--- config.mk ---
export PLATFORM = sky130hd
export DESIGN_NAME = adaptive_eq_control
export DESIGN_NICKNAME = d
export VERILOG_FILES = /design/src/shared/adapt_eq_pkg.sv /design/src/verilog/lock_wait_timer.sv /design/src/verilog/adaptive_eq_control.sv
export VERILOG_INCLUDE_DIRS = /design/src /design/src/shared
export SDC_FILE = /design/constraint.sdc
export NUM_CORES = 1
export LEC_CHECK = 0
export ABC_AREA = 1
export BUFFER_PORTS_ARGS = -buffer_cell sky130_fd_sc_hd__buf_2
export CORE_UTILIZATION = 60
export CTS_BUF_LIST = sky130_fd_sc_hd__clkbuf_4
export DETAILED_ROUTE_END_ITERATION = 8
export PLACE_DENSITY_LB_ADDON = 0.08
export SLEW_MARGIN = 5
export SYNTH_ARGS = -nofsm -noshare
export SYNTH_HDL_FRONTEND = slang
export SYNTH_SLANG_ARGS = --single-unit
--- constraint.sdc ---
create_clock -name CLOCK -period 3.15 [get_ports CLOCK]
set_input_delay 0.63 -clock CLOCK [delete_from_list [all_inputs] [get_ports CLOCK]]
set_output_delay 0.63 -clock CLOCK [all_outputs]
set_load 0.03 [all_outputs]
--- src/shared/adapt_eq_consts.svh ---
/*
  Offsets, field positions, reset values and timing counts of the adaptive
  cable equalizer control block.
  Assumes a 20 MHz core clock and an 8-bit register access port.
*/
`ifndef ADAPT_EQ_CONSTS_SVH
`define ADAPT_EQ_CONSTS_SVH

// Register offsets
`define OFS_RESERVED_D1 8'hd1
`define OFS_ADAPT_CONTROL 8'hd2
`define OFS_ADAPT_SETTING_STATUS 8'hd3
`define OFS_MANUAL_SETTING_BYPASS 8'hd4
`define OFS_ADAPT_LIMITS 8'hd5
`define OFS_RESERVED_D6 8'hd6
`define OFS_RESERVED_D7 8'hd7

// Reset values
`define RST_RESERVED_D1 8'h43
`define RST_WAIT_CODE 3'h4
`define RST_FIRST_LOCK 1'h1
`define RST_FLOOR_EN 1'h1
`define RST_HIGH_BITS 3'h3
`define RST_LOCK_WAITS 1'h0
`define RST_LOW_BITS 3'h0
`define RST_ADAPT_DISABLE 1'h0
`define RST_FLOOR_VALUE 4'h2
`define RST_UPPER_LIMIT 4'hf

// Field positions
`define FLD_WAIT_HI 7
`define FLD_WAIT_LO 5
`define FLD_FIRST_LOCK 4
`define FLD_RESTART 3
`define FLD_FLOOR_EN 2
`define FLD_LOCK_WAITS 4
`define FLD_ADAPT_DISABLE 0

// Shortest wait time, each code doubles it
`define WAIT_BASE_NS 164000
`define CLOCK_PERIOD_NS 50
`define WAIT_BASE_CYCLES (`WAIT_BASE_NS / `CLOCK_PERIOD_NS)

`endif

--- src/shared/adapt_eq_pkg.sv ---
/*
  Types of the adaptive cable equalizer control block.
  Assumes the constants header is compiled alongside.
*/
package adapt_eq_pkg;
  typedef enum logic [1:0] {
    ST_IDLE,
    ST_WAIT,
    ST_DONE
  } adapt_state_e;
endpackage : adapt_eq_pkg

--- src/verilog/lock_wait_timer.sv ---
/*
  Lock wait timer: counts the selected doubling wait time and pulses on expiry.
  Assumes a 20 MHz clock; start restarts the count.
*/
`include "adapt_eq_consts.svh"

module lock_wait_timer (
  input wire logic clk,
  input wire logic rst_n,
  input wire logic ce,
  input wire logic start,
  input wire logic run,
  input wire logic [2:0] code,
  output logic expired
);
  typedef struct packed {
    logic [22:0] count;
    logic expired;
  } timer_s;

  timer_s st_r;
  timer_s st_nxt;
  logic [22:0] limit;

  // Base count shifted by code; code 7 gives 20.992 ms, 21.0 ms rounded up
  assign limit = 23'(`WAIT_BASE_CYCLES) << code;

  ////////////////////////////////////////////////////////////////
  // Next state
  always_comb begin
    st_nxt = st_r;
    st_nxt.expired = 1'b0;
    if (start || !run) begin
      st_nxt.count = 23'h000000;
    end else if (st_r.count >= limit - 23'h000001) begin
      st_nxt.count = 23'h000000;
      st_nxt.expired = 1'b1;
    end else begin
      st_nxt.count = st_r.count + 23'h000001;
    end
  end

  always_ff @(posedge clk or negedge rst_n) begin
    if (!rst_n) begin
      st_r <= '0;
    end else if (ce) begin
      st_r <= st_nxt;
    end
  end

  assign expired = st_r.expired;
endmodule : lock_wait_timer

--- src/verilog/adaptive_eq_control.sv ---
/*
  Adaptive cable equalizer control for two receive ports, with byte-wide
  register access and a port select.
  Assumes the register access port is driven from CLOCK logic; lock detector
  input comes from another domain and is synchronised here.
*/
`include "adapt_eq_consts.svh"

// Functional notes
// - Three-bit code picks doubling lock wait from 164 us to 21.0 ms, reset 100.
// - No lock within the wait time advances gain one step, then waits again.
// - First-lock bit set restarts adaptation at zero on initial lock.
// - Restart bit restarts adaptation from initial value and clears itself.
// - Floor enable set starts adaptation at floor, else at zero.
// - Four-bit floor field, reset 2, gives the starting gain.
// - Upper nibble maximum bounds the gain adaptation may reach.
// - Bypass bit disables adaptation when one, enables it when zero.
// - Bypassed setting is stage-one field high bits, stage-two field low bits.
// - Lock-mode set reports lock only after adaptation completes.
// - Each port has its own registers, chosen by the port-select value.
module adaptive_eq_control (
  input wire logic CLOCK,
  input wire logic RESET_N,
  input wire logic CE,
  input wire logic PORT_SEL,
  input wire logic [7:0] REG_ADDR,
  input wire logic REG_WR,
  input wire logic [7:0] REG_WDATA,
  input wire logic REG_RD,
  output logic [7:0] REG_RDATA,
  input wire logic [1:0] RX_LOCK_RAW,
  output logic [11:0] EQ_SETTING,
  output logic [1:0] RX_LOCK
);
  localparam int NP = 2;

  typedef struct packed {
    logic [2:0] wait_code;
    logic first_lock;
    logic restart;
    logic floor_en;
    logic [2:0] high_bits;
    logic lock_waits;
    logic [2:0] low_bits;
    logic disable_adapt;
    logic [3:0] upper_limit;
    logic [3:0] floor_value;
    logic [7:0] rsv_d6;
    logic [7:0] rsv_d7;
    logic [5:0] gain;
    logic done;
    logic lock_seen;
    logic [1:0] lock_sync;
    adapt_eq_pkg::adapt_state_e state;
  } port_s;

  typedef struct packed {
    port_s [NP-1:0] port;
    logic [7:0] rdata;
    logic [11:0] eq_out;
    logic [1:0] lock_out;
  } top_s;

  top_s st_r;
  top_s st_nxt;
  logic [NP-1:0] expired;
  logic [NP-1:0] tmr_start;
  logic [NP-1:0] tmr_run;
  logic [1:0] lock_meta_r;

  // First synchroniser stage is read only by the second stage
  always_ff @(posedge CLOCK or negedge RESET_N) begin
    if (!RESET_N) begin
      lock_meta_r <= 2'h0;
    end else if (CE) begin
      lock_meta_r <= RX_LOCK_RAW;
    end
  end

  ////////////////////////////////////////////////////////////////
  // Per-port wait timers
  genvar g;
  generate
    for (g = 0; g < NP; g++) begin : g_tmr
      assign tmr_run[g] = (st_r.port[g].state == adapt_eq_pkg::ST_WAIT);
      lock_wait_timer u_tmr (
        .clk(CLOCK),
        .rst_n(RESET_N),
        .ce(CE),
        .start(tmr_start[g]),
        .run(tmr_run[g]),
        .code(st_r.port[g].wait_code),
        .expired(expired[g])
      );
    end
  endgenerate

  function automatic logic [5:0] start_gain(input port_s p);
    start_gain = p.floor_en ? {2'h0, p.floor_value} : 6'h00;
  endfunction : start_gain

  ////////////////////////////////////////////////////////////////
  // Register access, adaptation and lock reporting
  always_comb begin
    logic sel;
    logic lk;
    logic lk_old;
    st_nxt = st_r;
    tmr_start = '0;
    sel = 1'b0;
    lk = 1'b0;
    lk_old = 1'b0;
    for (int i = 0; i < NP; i++) begin
      sel = (PORT_SEL == i[0]);
      st_nxt.port[i].lock_sync = {st_r.port[i].lock_sync[0], lock_meta_r[i]};
      lk = st_r.port[i].lock_sync[1];
      lk_old = st_r.port[i].lock_seen;
      st_nxt.port[i].lock_seen = lk;
      st_nxt.port[i].restart = 1'b0; // self clearing
      // Adaptation state machine
      unique case (st_r.port[i].state)
        adapt_eq_pkg::ST_IDLE: begin
          st_nxt.port[i].gain = start_gain(st_r.port[i]);
          st_nxt.port[i].done = 1'b0;
          st_nxt.port[i].state = adapt_eq_pkg::ST_WAIT;
          tmr_start[i] = 1'b1;
        end
        adapt_eq_pkg::ST_WAIT: begin
          if (lk) begin
            st_nxt.port[i].done = 1'b1;
            st_nxt.port[i].state = adapt_eq_pkg::ST_DONE;
          end else if (expired[i]) begin
            // Wrap to start when the limit is reached, so a dead cable keeps sweeping
            if (st_r.port[i].gain >= {2'h0, st_r.port[i].upper_limit}) begin
              st_nxt.port[i].gain = start_gain(st_r.port[i]);
            end else begin
              st_nxt.port[i].gain = st_r.port[i].gain + 6'h01;
            end
          end
        end
        adapt_eq_pkg::ST_DONE: begin
          if (!lk) begin
            st_nxt.port[i].done = 1'b0;
            st_nxt.port[i].state = adapt_eq_pkg::ST_WAIT;
            tmr_start[i] = 1'b1;
          end
        end
      endcase
      // Initial lock restarts at zero when first-lock option is set
      if (lk && !lk_old && st_r.port[i].first_lock && !st_r.port[i].done) begin
        st_nxt.port[i].gain = 6'h00;
        st_nxt.port[i].done = 1'b1;
        st_nxt.port[i].state = adapt_eq_pkg::ST_DONE;
      end
      // Register writes to the selected port copy
      if (REG_WR && sel) begin
        unique case (REG_ADDR)
          `OFS_ADAPT_CONTROL: begin
            st_nxt.port[i].wait_code = REG_WDATA[`FLD_WAIT_HI:`FLD_WAIT_LO];
            st_nxt.port[i].first_lock = REG_WDATA[`FLD_FIRST_LOCK];
            st_nxt.port[i].floor_en = REG_WDATA[`FLD_FLOOR_EN];
            if (REG_WDATA[`FLD_RESTART]) begin
              st_nxt.port[i].restart = 1'b1;
              st_nxt.port[i].state = adapt_eq_pkg::ST_IDLE;
            end
          end
          `OFS_MANUAL_SETTING_BYPASS: begin
            st_nxt.port[i].high_bits = REG_WDATA[7:5];
            st_nxt.port[i].lock_waits = REG_WDATA[`FLD_LOCK_WAITS];
            st_nxt.port[i].low_bits = REG_WDATA[3:1];
            st_nxt.port[i].disable_adapt = REG_WDATA[`FLD_ADAPT_DISABLE];
          end
          `OFS_ADAPT_LIMITS: begin
            st_nxt.port[i].upper_limit = REG_WDATA[7:4];
            st_nxt.port[i].floor_value = REG_WDATA[3:0];
          end
          `OFS_RESERVED_D6: st_nxt.port[i].rsv_d6 = REG_WDATA;
          `OFS_RESERVED_D7: st_nxt.port[i].rsv_d7 = REG_WDATA;
          default: ;
        endcase
      end
      // Bypass holds the sweep idle and forces the programmed setting
      if (st_r.port[i].disable_adapt) begin
        st_nxt.port[i].state = adapt_eq_pkg::ST_IDLE;
        st_nxt.port[i].done = 1'b0;
        st_nxt.port[i].gain = {st_r.port[i].high_bits, st_r.port[i].low_bits};
      end
      st_nxt.eq_out[6*i +: 6] = st_r.port[i].gain;
      st_nxt.lock_out[i] = st_r.port[i].lock_waits ? (lk && st_r.port[i].done) : lk;
    end
    // Read data from the selected port copy
    if (REG_RD) begin
      unique case (REG_ADDR)
        `OFS_RESERVED_D1: st_nxt.rdata = `RST_RESERVED_D1;
        `OFS_ADAPT_CONTROL: st_nxt.rdata = {st_r.port[PORT_SEL].wait_code, st_r.port[PORT_SEL].first_lock,
                                            st_r.port[PORT_SEL].restart, st_r.port[PORT_SEL].floor_en, 2'h0};
        `OFS_ADAPT_SETTING_STATUS: st_nxt.rdata = {2'h0, st_r.port[PORT_SEL].gain};
        `OFS_MANUAL_SETTING_BYPASS: st_nxt.rdata = {st_r.port[PORT_SEL].high_bits, st_r.port[PORT_SEL].lock_waits,
                                                    st_r.port[PORT_SEL].low_bits, st_r.port[PORT_SEL].disable_adapt};
        `OFS_ADAPT_LIMITS: st_nxt.rdata = {st_r.port[PORT_SEL].upper_limit, st_r.port[PORT_SEL].floor_value};
        `OFS_RESERVED_D6: st_nxt.rdata = st_r.port[PORT_SEL].rsv_d6;
        `OFS_RESERVED_D7: st_nxt.rdata = st_r.port[PORT_SEL].rsv_d7;
        default: st_nxt.rdata = 8'h00;
      endcase
    end
  end

  // Register the whole state; gain resets to zero, then IDLE loads the start gain on the first enabled cycle
  always_ff @(posedge CLOCK or negedge RESET_N) begin
    if (!RESET_N) begin
      st_r <= '0;
      for (int i = 0; i < NP; i++) begin
        st_r.port[i].wait_code <= `RST_WAIT_CODE;
        st_r.port[i].first_lock <= `RST_FIRST_LOCK;
        st_r.port[i].floor_en <= `RST_FLOOR_EN;
        st_r.port[i].high_bits <= `RST_HIGH_BITS;
        st_r.port[i].lock_waits <= `RST_LOCK_WAITS;
        st_r.port[i].low_bits <= `RST_LOW_BITS;
        st_r.port[i].disable_adapt <= `RST_ADAPT_DISABLE;
        st_r.port[i].upper_limit <= `RST_UPPER_LIMIT;
        st_r.port[i].floor_value <= `RST_FLOOR_VALUE;
        st_r.port[i].state <= adapt_eq_pkg::ST_IDLE;
      end
    end else if (CE) begin
      st_r <= st_nxt;
    end
  end

  assign REG_RDATA = st_r.rdata;
  assign EQ_SETTING = st_r.eq_out;
  assign RX_LOCK = st_r.lock_out;
endmodule : adaptive_eq_control

==> key figures <==
Outcome
  – Status: complete, no violations

Drt
  – Wirelength, routed: 26600 um
  – WL per Instance: 15.7 um
  – Initial DRC Count: 845
  – Routed via count: 9346
  – DR pass1 iterations: 5
  – Remaining antenna violation count: 0
  – Post-DR vias/cell: 5.54
  – Number of remaining DRC errors: 0

Worst setup path
  – Delay-heaviest family, CP: simple AND/OR/NAND/NOR gates
  – Bufs and invs on worst path: 3
  – Setup Crit Path Kind: reg2reg
  – Max stage delay on crit path: 450 ps
  – Critical Path Stages: 19
  – Worst Reg2Reg Path Length in Cells: 19
  – Startpoint types: flip-flop
  – Worst Setup End Kind: flip-flop
  – CP max stage cell: dfrtp_1
  – CP Max Fanout: 10
  – R2r setup slk: 300 ps
  – R2R Path Start: st_r[69]
  – Worst path cell trace: inv_1, ha_1, inv_1, nor2_1, inv_1, ha_1, a21oi_1, o21ai_0, o21a_1, ha_1, a21oi_1, nor2_1, nor2_1, nand2_1, nand2_1, nand2_1, nand2_2, nand3_4, o21ai_0
  – Reg2Reg Capture Point: g_tmr[0].u_tmr.st_r[19]
  – Arrival time of the worst setup path: 3380 ps
  – Worst endpoint required time: 3680 ps

Pwr
  – Sequential Power Share: 48.6%
  – Clock network power share: 25.4%
  – Net Sw Power: 2.03 mW
  – Pleak: 5.51 nW
  – Internal Dissipation: 3.27 mW
  – Net Sw Frac: 38.2%
  – Comb power frac: 26.0%
  – VDD IR max: 0.414 mV
  – P per Cell Area: 474 mW/mm^2

Layout
  – Layout filler cell count: 1566
  – Layout area overhead: 6.29%
  – Layout cells sized above 1: 9.38%
  – Nets: 1532
  – Most frequent cells in the layout: nand2_1, o21ai_0, dfrtp_1
  – Commonest non-fill, non-tap cell in the layout: nand2_1

Worst hold path
  – Hold depth: 3
  – Min-delay src: RX_LOCK_RAW[1]
  – Min-Delay Endpoint: lock_meta_r[1]
  – Hold WC Path Type: in2reg

Yosys
  – Cells after Synth: 1429
  – Asr flop ratio synth: 100%
  – Commonest register cell after synthesis: dfrtp_1
  – Syn_nets: 1513
  – Synth Area per Inst: 7.37 um^2
  – Number of synthesized flops with an enable pin: 0
  – Sequential area share after synthesis: 41.1%
  – Synthesized flop and latch total: 172
  – Synth Warn #: 0
  – Synthesized cell area: 0.0105 mm^2
  – Yosys cell types: 45

Global routing
  – M3 GR Usage: 5.22%
  – Largest net degree at the start of global routing: 71
  – Vias in the first global route: 8394
  – Routing usage on met1: 42.5%
  – Met2 Use GR: 49.7%
  – Busiest grt layer: met2
  – Global Route Usage Sum: 30.7%
  – Congestion Overflow GR: 0
  – Initial antenna violation count: 1
  – First-pass GRT wire length: 43100 um

Timing
  – Worst slew pin tran: 737 ps
  – Slew Viols, Final: 0
  – Final min period: 2850 ps
  – Endpoints failing hold: 0
  – Worst slew margin: 50.8%
  – Period utilization: 90.6%
  – Setup TNS: 0 ps
  – Fin Hold WS: 233 ps
  – Fmax: 351 MHz
  – RSZ-0062 raised after global routing: false
  – Worst Clk Skew: 25.4 ps
  – Final setup violation count: 0

CTS
  – Worst skew pair latency: 610 ps
  – Num CTS Buffers: 17
  – Clk slew on worst S/H paths: 170 ps
  – Clock Path Buffers: 2
  – Clk sinks: 172
  – Number of H-tree levels: 4
  – CTS tree: built
  – Clk root buf: clkbuf_4

Floorplan
  – Core area: 0.0172 mm^2
  – Die Height: 134 um
  – DIE WIDTH: 134 um
  – Io pins: 46
  – Die area: 0.0181 mm^2
  – Cell row count: 48
  – Initial core utilization: 61.1%

Placed design
  – Hpwl dp: 19200 um
  – Port Buffers: 45
  – Gpl congestion: 0.924

Run
  – MaxCap Viol Count: 0
[synth_stat cells (all sizes together) (4+ instances only)]
master    n  area (um^2)
nand2   497         1870
o21ai   175          876
dfrtp   152         3800
inv     135          509
nor2     96          368
nand3    65          340
ha       60          751
nand4    39          244
a21oi    36          180
buf      33          225
clkbuf   25         97.6
xor2     23          201
dfstp    20          526
nor3     16          101
xnor2    11         96.3
or2       8         50.1
a21o      7         52.6
o211ai    7         52.6
nand3b    4         30.0
[layer usage]
layer | share of wire, % | routed length, um
met2 | 46 | 12300
met5 | 0 | 0
met1 | 46 | 12200
met3 | 5.6 | 1490
met4 | 2.0 | 535
[through the flow]
stage	total power, mW	utilization, %	setup slack (ps)	cell area [um^2]	std cells
CTS	5.29	64.7	98.1	11100	1684
global route	5.64	64.9	4.99	11200	1687
finish	5.30	64.9	297	11200	1687
floorplan	3.59	-	433	10500	1429
detailed placement	3.96	62.8	133	10800	1651
global placement	3.92	62.8	287	10800	1651
[kinds of logic (layout without fill, tap and decap cells)]
kind of cell / Yosys count / count (layout) / synth area share (%)
xor+xnor: 34 / 34 / 2.83
buf+inv: 194 / 225 / 7.94
compound gates: 240 / 240 / 12.1
mux: 2 / 2 / 0.190
fa+ha+maj: 60 / 60 / 7.13
simple gates: 727 / 728 / 28.7
flops: 172 / 172 / 41.1
other cells: 0 / 1 / 0
[sequential cells by signal, indices dropped and copies added (netlist names)]
signal,cells
st_r,84
g_tmr.u_tmr.expired,2
EQ_SETTING,12
st_nxt,16
g_tmr.u_tmr.st_r,46
lock_meta_r,2
RX_LOCK,2
REG_RDATA,8
[worst min-delay path, cell delays in order]
cell	delay, ps
buf_2	70
nand2_1	40
nand2_1	50
[worst max path at each step]
stage | start | endpoint | slack (ps)
floorplan | st_r[70] | g_tmr[0].u_tmr.st_r[11] | 430
finish | st_r[69] | g_tmr[0].u_tmr.st_r[19] | 300
CTS | st_r[70] | g_tmr[0].u_tmr.st_r[19] | 100
global route | st_r[119] | g_tmr[1].u_tmr.st_r[5] | 5
detailed placement | st_r[70] | g_tmr[0].u_tmr.st_r[18] | 130
global placement | st_r[70] | g_tmr[0].u_tmr.st_r[2] | 290
[power by group through the flow]
stage	registers (mW)	clock network (mW)	logic, mW
after floorplan	2.54	0	1.05
final	2.58	1.35	1.38
after global routing	2.60	1.45	1.58
after detailed placement	2.61	0	1.35
after CTS	2.57	1.36	1.36
after global placement	2.61	0	1.32
[what timing repair did]
action / 4_1_cts / 5_1_grt
setup buffers: 0 / 1
hold endpoints to repair: 40 / 0
endpoints found under the setup margin: 0 / 34
hold buffers: 1 / 0
gates resized for setup: 0 / 10
[final cells by class]
type,count,area (um^2),share of cell area (%)
flip-flops and latches,172,4330,38.7
clock inverters,15,176,1.58
diodes,1,2.50,0.0224
multi-input cells,1064,5400,48.3
repair buffers,57,362,3.23
clock buffers,17,128,1.14
inverters,136,513,4.58
well taps,225,282,2.52
(Power assumes the default switching activity.)
